[src/bsfu_pkg.sv]
/*
 * bsfu_pkg: constants and types for the bit, shift and flag unit.
 * assumes: an 8-bit core with an 8-bit status register and a 6-bit I/O address space.
 */
`default_nettype none

package bsfu_pkg;

	localparam int unsigned DATA_W   = 8;
	localparam int unsigned IDX_W    = 3;
	localparam int unsigned IOA_W    = 6;

	// status register bit positions
	localparam logic [2:0] FLAG_C = 3'h0;
	localparam logic [2:0] FLAG_Z = 3'h1;
	localparam logic [2:0] FLAG_N = 3'h2;
	localparam logic [2:0] FLAG_V = 3'h3;
	localparam logic [2:0] FLAG_S = 3'h4;
	localparam logic [2:0] FLAG_T = 3'h6;

	localparam logic [7:0] STATUS_REGISTER_RESET = 8'h00;
	localparam logic [7:0] DATA_ZERO  = 8'h00;
	localparam logic [5:0] IOA_ZERO   = 6'h00;
	localparam logic [4:0] REG_ZERO   = 5'h00;
	localparam int unsigned MSB       = 7;
	localparam int unsigned NIB       = 4;

	// operation codes
	typedef enum logic [4:0] {
		BSFU_OP_NONE       = 5'h00,
		BSFU_OP_PUSH       = 5'h01,
		BSFU_OP_POP        = 5'h02,
		BSFU_OP_IO_SET     = 5'h03,
		BSFU_OP_IO_CLR     = 5'h04,
		BSFU_OP_LSL        = 5'h05,
		BSFU_OP_LSR        = 5'h06,
		BSFU_OP_ROL        = 5'h07,
		BSFU_OP_ROR        = 5'h08,
		BSFU_OP_ASR        = 5'h09,
		BSFU_OP_NIBBLE     = 5'h0A,
		BSFU_OP_FLAG_SET   = 5'h0B,
		BSFU_OP_FLAG_CLR   = 5'h0C,
		BSFU_OP_TO_T       = 5'h0D,
		BSFU_OP_FROM_T     = 5'h0E,
		BSFU_OP_CARRY_SET  = 5'h0F
	} bsfu_op_t;

endpackage

`default_nettype wire

[src/bsfu_shifter.sv]
/*
 * bsfu_shifter: combinational shift, rotate and nibble exchange with
 * the flag results of each.
 * assumes: operand and carry come from the same clock domain.
 */
`timescale 1ns/1ps
`default_nettype none

module bsfu_shifter #(
	parameter int unsigned W = bsfu_pkg::DATA_W
) (
	// operation
	input  wire logic            lsl_i,
	input  wire logic            lsr_i,
	input  wire logic            rol_i,
	input  wire logic            ror_i,
	input  wire logic            asr_i,
	input  wire logic            nib_i,
	// operand
	input  wire logic [W-1:0]    opnd_i,
	input  wire logic            carry_i,
	// result
	output logic      [W-1:0]    res_o,
	output logic                 c_o,
	output logic                 z_o,
	output logic                 n_o,
	output logic                 v_o,
	output logic                 s_o
);

	localparam int unsigned H = W / 2;

	always_comb begin
		res_o = opnd_i;
		c_o   = carry_i;
		if (lsl_i) begin
			res_o = {opnd_i[W-2:0], 1'b0};
			c_o   = opnd_i[W-1];
		end else if (lsr_i) begin
			res_o = {1'b0, opnd_i[W-1:1]};
			c_o   = opnd_i[0];
		end else if (rol_i) begin
			res_o = {opnd_i[W-2:0], carry_i};
			c_o   = opnd_i[W-1];
		end else if (ror_i) begin
			res_o = {carry_i, opnd_i[W-1:1]};
			c_o   = opnd_i[0];
		end else if (asr_i) begin
			res_o = {opnd_i[W-1], opnd_i[W-1:1]};
			c_o   = opnd_i[0];
		end else if (nib_i) begin
			res_o = {opnd_i[H-1:0], opnd_i[W-1:H]};
		end
		z_o = (res_o == '0);
		n_o = res_o[W-1];
		v_o = n_o ^ c_o;
		s_o = n_o ^ v_o;
	end

endmodule

`default_nettype wire

[src/bsfu_core.sv]
/*
 * bsfu_core: execution unit for push/pop, I/O bit set and clear,
 * shifts and rotates, nibble exchange, status flag operations and
 * transfer-flag moves. Holds the status register itself.
 * assumes: decode supplies a one-cycle op strobe with operands read
 * from the register file, stack and I/O space in the same cycle;
 * results are registered and shown one cycle later with write strobes.
 * back-to-back ops need the caller to forward the previous write.
 * op codes 10-1F are refused: no write, no flag change, no done.
 */
// Overview of operation
// - Push writes the source register to the stack; pop loads the destination register from the stack.
// - I/O bit set forces the addressed bit to one, bit clear to zero, other bits untouched.
// - Logical left shift moves bits up and loads zero into bit 0.
// - Logical right shift moves bits down and loads zero into bit 7.
// - Rotate left puts old carry in bit 0 and old bit 7 into carry.
// - Rotate right puts old carry in bit 7 and old bit 0 into carry.
// - Arithmetic right shift moves bits down while bit 7 keeps its value.
// - Nibble exchange swaps the upper and lower four bits.
// - Flag set forces the selected status bit to one, flag clear to zero.
// - Bit store copies the selected source bit into the transfer flag.
// - Bit load copies the transfer flag into the selected destination bit only.
// - Set carry forces the carry flag to one and changes nothing else.
`timescale 1ns/1ps
`default_nettype none

module bsfu_core #(
	parameter int unsigned W     = bsfu_pkg::DATA_W,
	parameter int unsigned IOA_W = bsfu_pkg::IOA_W
) (
	// clock and reset
	input  wire logic                ref_clk_i,
	input  wire logic                reset_n_i,
	// operation request
	input  wire logic                op_valid_i,
	input  wire bsfu_pkg::bsfu_op_t  op_i,
	input  wire logic [4:0]          reg_sel_i,
	input  wire logic [2:0]          bit_sel_i,
	input  wire logic [IOA_W-1:0]    io_addr_i,
	// operands
	input  wire logic [W-1:0]        reg_rdata_i,
	input  wire logic [W-1:0]        stack_rdata_i,
	input  wire logic [W-1:0]        io_rdata_i,
	// register file write
	output logic                     reg_we_o,
	output logic      [4:0]          reg_waddr_o,
	output logic      [W-1:0]        reg_wdata_o,
	// stack
	output logic                     stack_push_o,
	output logic                     stack_pop_o,
	output logic      [W-1:0]        stack_wdata_o,
	// I/O space write
	output logic                     io_we_o,
	output logic      [IOA_W-1:0]    io_waddr_o,
	output logic      [W-1:0]        io_wdata_o,
	// status register
	output logic      [W-1:0]        status_register_o,
	output logic                     done_o
);

	////////////////////////////////////////////////////////////////////
	// decode

	logic is_lsl;
	logic is_lsr;
	logic is_rol;
	logic is_ror;
	logic is_asr;
	logic is_nib;
	logic is_shift;
	logic [W-1:0] bit_mask;

	assign is_lsl   = op_valid_i && (op_i == bsfu_pkg::BSFU_OP_LSL);
	assign is_lsr   = op_valid_i && (op_i == bsfu_pkg::BSFU_OP_LSR);
	assign is_rol   = op_valid_i && (op_i == bsfu_pkg::BSFU_OP_ROL);
	assign is_ror   = op_valid_i && (op_i == bsfu_pkg::BSFU_OP_ROR);
	assign is_asr   = op_valid_i && (op_i == bsfu_pkg::BSFU_OP_ASR);
	assign is_nib   = op_valid_i && (op_i == bsfu_pkg::BSFU_OP_NIBBLE);
	assign is_shift = is_lsl | is_lsr | is_rol | is_ror | is_asr;

	// one-hot mask of the addressed bit
	for (genvar gi = 0; gi < W; gi++) begin : g_mask
		assign bit_mask[gi] = (bit_sel_i == 3'(gi));
	end

	////////////////////////////////////////////////////////////////////
	// shifter

	logic [W-1:0] sh_res;
	logic         sh_c;
	logic         sh_z;
	logic         sh_n;
	logic         sh_v;
	logic         sh_s;
	logic [W-1:0] status_register_q;
	logic [W-1:0] status_register_d;

	// rotates read the registered carry, current for back-to-back ops
	bsfu_shifter #(
		.W (W)
	) u_shifter (
		.lsl_i   (is_lsl),
		.lsr_i   (is_lsr),
		.rol_i   (is_rol),
		.ror_i   (is_ror),
		.asr_i   (is_asr),
		.nib_i   (is_nib),
		.opnd_i  (reg_rdata_i),
		.carry_i (status_register_q[bsfu_pkg::FLAG_C]),
		.res_o   (sh_res),
		.c_o     (sh_c),
		.z_o     (sh_z),
		.n_o     (sh_n),
		.v_o     (sh_v),
		.s_o     (sh_s)
	);

	////////////////////////////////////////////////////////////////////
	// next state

	logic             reg_we_q;
	logic             reg_we_d;
	logic [4:0]       reg_waddr_q;
	logic [4:0]       reg_waddr_d;
	logic [W-1:0]     reg_wdata_q;
	logic [W-1:0]     reg_wdata_d;
	logic             push_q;
	logic             push_d;
	logic             pop_q;
	logic             pop_d;
	logic [W-1:0]     stack_wdata_q;
	logic [W-1:0]     stack_wdata_d;
	logic             io_we_q;
	logic             io_we_d;
	logic [IOA_W-1:0] io_waddr_q;
	logic [IOA_W-1:0] io_waddr_d;
	logic [W-1:0]     io_wdata_q;
	logic [W-1:0]     io_wdata_d;
	logic             done_q;
	logic             done_d;

	// addresses and data hold their last value between ops
	always_comb begin
		status_register_d = status_register_q;
		reg_we_d      = 1'b0;
		reg_waddr_d   = reg_waddr_q;
		reg_wdata_d   = reg_wdata_q;
		push_d        = 1'b0;
		pop_d         = 1'b0;
		stack_wdata_d = stack_wdata_q;
		io_we_d       = 1'b0;
		io_waddr_d    = io_waddr_q;
		io_wdata_d    = io_wdata_q;
		// refused codes land in default and raise no done
		done_d        = op_valid_i && (op_i != bsfu_pkg::BSFU_OP_NONE);
		if (op_valid_i) begin
			unique case (op_i)
				bsfu_pkg::BSFU_OP_NONE: begin
				end
				bsfu_pkg::BSFU_OP_PUSH: begin
					push_d        = 1'b1;
					stack_wdata_d = reg_rdata_i;
				end
				bsfu_pkg::BSFU_OP_POP: begin
					pop_d       = 1'b1;
					reg_we_d    = 1'b1;
					reg_waddr_d = reg_sel_i;
					reg_wdata_d = stack_rdata_i;
				end
				bsfu_pkg::BSFU_OP_IO_SET: begin
					io_we_d    = 1'b1;
					io_waddr_d = io_addr_i;
					io_wdata_d = io_rdata_i | bit_mask;
				end
				bsfu_pkg::BSFU_OP_IO_CLR: begin
					io_we_d    = 1'b1;
					io_waddr_d = io_addr_i;
					io_wdata_d = io_rdata_i & ~bit_mask;
				end
				bsfu_pkg::BSFU_OP_LSL,
				bsfu_pkg::BSFU_OP_LSR,
				bsfu_pkg::BSFU_OP_ROL,
				bsfu_pkg::BSFU_OP_ROR,
				bsfu_pkg::BSFU_OP_ASR,
				bsfu_pkg::BSFU_OP_NIBBLE: begin
					reg_we_d    = 1'b1;
					reg_waddr_d = reg_sel_i;
					reg_wdata_d = sh_res;
					if (is_shift) begin
						status_register_d[bsfu_pkg::FLAG_C] = sh_c;
						status_register_d[bsfu_pkg::FLAG_Z] = sh_z;
						status_register_d[bsfu_pkg::FLAG_N] = sh_n;
						status_register_d[bsfu_pkg::FLAG_V] = sh_v;
						status_register_d[bsfu_pkg::FLAG_S] = sh_s;
					end
				end
				bsfu_pkg::BSFU_OP_FLAG_SET: begin
					status_register_d = status_register_q | bit_mask;
				end
				bsfu_pkg::BSFU_OP_FLAG_CLR: begin
					status_register_d = status_register_q & ~bit_mask;
				end
				bsfu_pkg::BSFU_OP_TO_T: begin
					status_register_d[bsfu_pkg::FLAG_T] =
						reg_rdata_i[bit_sel_i];
				end
				bsfu_pkg::BSFU_OP_FROM_T: begin
					reg_we_d    = 1'b1;
					reg_waddr_d = reg_sel_i;
					reg_wdata_d = status_register_q[bsfu_pkg::FLAG_T]
						? (reg_rdata_i | bit_mask)
						: (reg_rdata_i & ~bit_mask);
				end
				bsfu_pkg::BSFU_OP_CARRY_SET: begin
					status_register_d[bsfu_pkg::FLAG_C] = 1'b1;
				end
				default: begin
					done_d = 1'b0;
				end
			endcase
		end
	end

	////////////////////////////////////////////////////////////////////
	// registers

	// register file write strobe, address and data
	always_ff @(posedge ref_clk_i or negedge reset_n_i) begin
		if (!reset_n_i) begin
			reg_we_q    <= 1'b0;
			reg_waddr_q <= bsfu_pkg::REG_ZERO;
			reg_wdata_q <= bsfu_pkg::DATA_ZERO;
		end else begin
			reg_we_q    <= reg_we_d;
			reg_waddr_q <= reg_waddr_d;
			reg_wdata_q <= reg_wdata_d;
		end
	end

	// stack strobes and push data
	always_ff @(posedge ref_clk_i or negedge reset_n_i) begin
		if (!reset_n_i) begin
			push_q        <= 1'b0;
			pop_q         <= 1'b0;
			stack_wdata_q <= bsfu_pkg::DATA_ZERO;
		end else begin
			push_q        <= push_d;
			pop_q         <= pop_d;
			stack_wdata_q <= stack_wdata_d;
		end
	end

	// I/O write strobe, address and data
	always_ff @(posedge ref_clk_i or negedge reset_n_i) begin
		if (!reset_n_i) begin
			io_we_q    <= 1'b0;
			io_waddr_q <= bsfu_pkg::IOA_ZERO;
			io_wdata_q <= bsfu_pkg::DATA_ZERO;
		end else begin
			io_we_q    <= io_we_d;
			io_waddr_q <= io_waddr_d;
			io_wdata_q <= io_wdata_d;
		end
	end

	// status register and completion pulse
	always_ff @(posedge ref_clk_i or negedge reset_n_i) begin
		if (!reset_n_i) begin
			status_register_q <= bsfu_pkg::STATUS_REGISTER_RESET;
			done_q            <= 1'b0;
		end else begin
			status_register_q <= status_register_d;
			done_q            <= done_d;
		end
	end

	assign status_register_o = status_register_q;
	assign reg_we_o          = reg_we_q;
	assign reg_waddr_o       = reg_waddr_q;
	assign reg_wdata_o       = reg_wdata_q;
	assign stack_push_o      = push_q;
	assign stack_pop_o       = pop_q;
	assign stack_wdata_o     = stack_wdata_q;
	assign io_we_o           = io_we_q;
	assign io_waddr_o        = io_waddr_q;
	assign io_wdata_o        = io_wdata_q;
	assign done_o            = done_q;

endmodule

`default_nettype wire

[config.mk]
export PLATFORM = sky130hd
export DESIGN_NAME = bsfu_core
export DESIGN_NICKNAME = d
export VERILOG_FILES = /design/src/bsfu_pkg.sv /design/src/bsfu_shifter.sv /design/src/bsfu_core.sv
export SDC_FILE = /design/constraint.sdc
export NUM_CORES = 1
export LEC_CHECK = 0
export ABC_AREA = 1
export BUFFER_PORTS_ARGS = -buffer_cell sky130_fd_sc_hd__buf_2
export CAP_MARGIN = 20
export CORE_MARGIN = 3
export CORE_UTILIZATION = 47
export CTS_CLUSTER_DIAMETER = 120
export DETAILED_ROUTE_END_ITERATION = 7
export GPL_ROUTABILITY_DRIVEN = 0
export GPL_TIMING_DRIVEN = 0
export MAX_ROUTING_LAYER = met4
export PLACE_DENSITY = 0.86
export SETUP_SLACK_MARGIN = 0.02
export SLEW_MARGIN = 20
export SYNTH_ARGS = -nofsm -noshare
export SYNTH_HDL_FRONTEND = slang
export SYNTH_SLANG_ARGS = --single-unit
export TNS_END_PERCENT = 1
[constraint.sdc]
create_clock -name ref_clk_i -period 1.46 [get_ports ref_clk_i]
set_clock_uncertainty 0.15 [all_clocks]
set_input_delay 0.292 -clock ref_clk_i [delete_from_list [all_inputs] [get_ports ref_clk_i]]
set_output_delay 0.292 -clock ref_clk_i [all_outputs]
set_load 0.01 [all_outputs]
==> flow_metrics.tcl <==
set metrics [dict create \
    synth_edf_count 0 \
    tns_ns -4.27 \
    ys.flop_type "dfrtp_1" \
    nets 594 \
    io_pins 94 \
    startpoint_type "input port" \
    grt_pass1_wl_mm 16.0 \
    drt_wl_total_mm 10.8 \
    cpPeakStageDelay_ns 0.22 \
    p_leak_nw 2.17 \
    status "finished, violations left" \
    finalPower_mw 4.18 \
    grt.overflow.total 0 \
    synth_top_cell_by_area "dfrtp_1" \
    synth_async_sr_flop_share 1.00 \
    die-area_um2 7280 \
    worstSetupPathType "in2reg" \
    dieWidth_um 85.3 \
    path_max_fanout 7 \
    ir_worst_vdd_uv 677 \
    avgViaCountPerCell 5.93 \
    fmax_mhz 584 \
    clkTransAtPathRegs_ns 0.09 \
    crit_chain "buf_6 -> inv_6 -> nand2_4 -> nor2_4 -> nand2_4 -> nand2_2 -> nand3_2 -> nand2_1 -> nand2_1 -> a21oi_2 -> nand3_1 -> nor2_2 -> nor2_1 -> nor2_1" \
    coreArea_um2 5990 \
    period_minus_slack_ns 1.71 \
    hold_violations 0 \
    synth_area_um2 2960 \
    cts_buffer_depth 2 \
    syn_nets 477 \
    min_from "reg_sel_i[3]" \
    cp.arrival_ns 1.80 \
    clock_latency_ns 0.31 \
    dp_hpwl_mm 6.89 \
    rsz0062_at_grt "true" \
    power.density_nw_per_um2 1000 \
    wl_per_cell_um 17.3 \
    ctsHtreeMaxLevel 2 \
    drv_cap 0 \
    yosys_warnings 0 \
    synth_cells 431 \
    grt_use_total 0.282 \
    holdCritPathClass "in2reg" \
    ys_types 33 \
    post-route-period-util 1.17 \
    worstPathRequired_ns 1.55 \
    cts.sinks 48 \
    diodes 0 \
    crit_slowest_cell "nor2_4" \
    ys_top_cells_by_area "dfrtp_1 41%, nand2_1 17%, nor2_1 7.2%" \
    dr.first_iter.drc_count 512 \
    firstDrtPassIters 8 \
    setup.worst_path.end_class "register" \
    antenna_found_initial 0 \
    max_slew.worst_pin.slew_ns 0.607 \
    startpoint "op_i[2]" \
    start_util 0.493 \
    cts_tree "done" \
    cp_top_family "simple AND/OR/NAND/NOR gates" \
    synth_top_area_share 0.406 \
    crit_buf_inv 2 \
    cts_buffers 5 \
    violations "setup timing" \
    cts_root_buffer "clkbuf_8" \
    reg2reg_from "status_register_o[0]" \
    grt_pass1_vias 3439 \
    setup-violations-final 38 \
    ys_seq_elements 48 \
    finalMaxSlewViolations 0 \
    num_vias 3700 \
    port_buffers 93 \
    yosysSeqAreaShare 0.406 \
    maxSlewHeadroom 0.595 \
    core.rowCount 28 \
    grt_max_degree 49 \
    layout_setup_ws_ns -0.251 \
    avgSynthCellArea_um2 6.86 \
    die_h_um 85.3 \
    drive_gt1_frac 0.362 \
    drc 0 \
    ant_nets 0 \
    areaGrowthSynthToFinish_pct 40.9 \
]
path summary, 6_finish.rpt:
path / to / slack [ns] / cells after the start
setup reg to reg: status_register_o[1] / -0.07 / 9
min in group asynchronous: stack_wdata_o[7] / 0.37 / 2
setup / recovery: status_register_o[1] / -0.25 / 14
max in group asynchronous: reg_wdata_o[1] / 0.37 / 2
hold / removal: reg_waddr_o[3] / 0.02 / 3
hold reg to reg: io_waddr_o[2] / 0.32 / 2
state kept, by name (all words and copies together) (netlist names), named ones only:
| register | flops |
|---|---|
| io_wdata_o | 8 |
| reg_wdata_o | 8 |
| stack_wdata_o | 8 |
| io_waddr_o | 6 |
| status_register_o | 6 |
| reg_waddr_o | 5 |
| done_o | 1 |
| io_we_o | 1 |
| reg_we_o | 1 |
| stack_pop_o | 1 |
| stack_push_o | 1 |
kinds of logic after synthesis:
logic type / after synthesis / share of synthesized area
AOI/OAI and AO/OA: 88 / 0.172
buffers and inverters: 61 / 0.0872
DFF: 48 / 0.406
and+or+nand+nor: 234 / 0.334
stage by stage:
stage | setup slack [ns] | area, um^2 | util | hold slack (ns) | instances
3_3_place_gp | -0.672 | 3590 | 0.599 | 0.299 | 599
5_1_grt | -0.341 | 4160 | 0.695 | 0.0307 | 624
6_report | -0.251 | 4160 | 0.695 | 0.0203 | 624
4_1_cts | -0.115 | 3950 | 0.660 | 0.0229 | 618
2_1_floorplan | -0.133 | 3030 | - | -0.154 | 431
3_5_place_dp | -0.705 | 3590 | 0.599 | 0.305 | 599
Yosys cell counts (2+ instances only):
library cell,number
o21ai_0,32
nor2_1,57
nand4_1,3
a31oi_1,7
nand3_1,24
a22oi_1,2
o22ai_1,4
nand3_2,3
a41oi_1,6
buf_6,3
inv_1,46
nand2_2,6
o211ai_1,3
nand2_4,2
inv_2,8
nand2_1,132
nor2_2,2
dfrtp_1,48
buf_2,2
a21oi_1,28
layout make-up:
cell class,count,area (um^2)
multi-input combinational,322,1810
fill,466,1830
timing repair buffer,110,649
clock buffer,6,82.6
clock inverter,2,13.8
inverter,54,238
tap,75,93.8
sequential,48,1200
buffer,7,75.1
worst min-delay path, cell delays in order:
cell and delay (ns):
buf_2 0.07, nand2_1 0.04, nand2_1 0.04
where the power goes:
group	internal, mW	switching, mW	total (mW)
clock	0.389	0.490	0.879
combinational	0.623	0.861	1.48
sequential	1.63	0.183	1.82
total	2.64	1.53	4.18
cells in the final DEF, fill, tap and decap left out, drive strengths merged:
cell type      n
clkbuf         7
o22ai          4
nand2        140
a41oi          6
dlygate4sd3    1
a21oi         29
inv           54
nand3         27
o311ai         1
a22oi          2
buf          115
a211oi         1
o21bai         1
nor2          60
dfrtp         48
o22a           1
or2            2
o211ai         3
clkinv         2
a31oi          7
nand4          3
nor3           1
nand3b         1
o21ai         33
per-layer routing:
| layer | vias to the layer above | GRT usage | routed length, um |
|---|---|---|---|
| met4 | 0 | 0.145 | 800 |
| met2 | 305 | 0.431 | 4790 |
| met5 | - | - | 0 |
| met1 | 1634 | 0.349 | 3970 |
| li1 | 1646 | - | - |
| met3 | 115 | 0.0621 | 1250 |
what timing repair did:
action	4_1_cts	5_1_grt
pin swaps	17	28
setup buffers	11	5
gates resized for setup	51	48
setup endpoints to repair	38	45
endpoints found under the hold margin	0	48
hold buffers	0	1
Power figures use the tool's default switching activity.
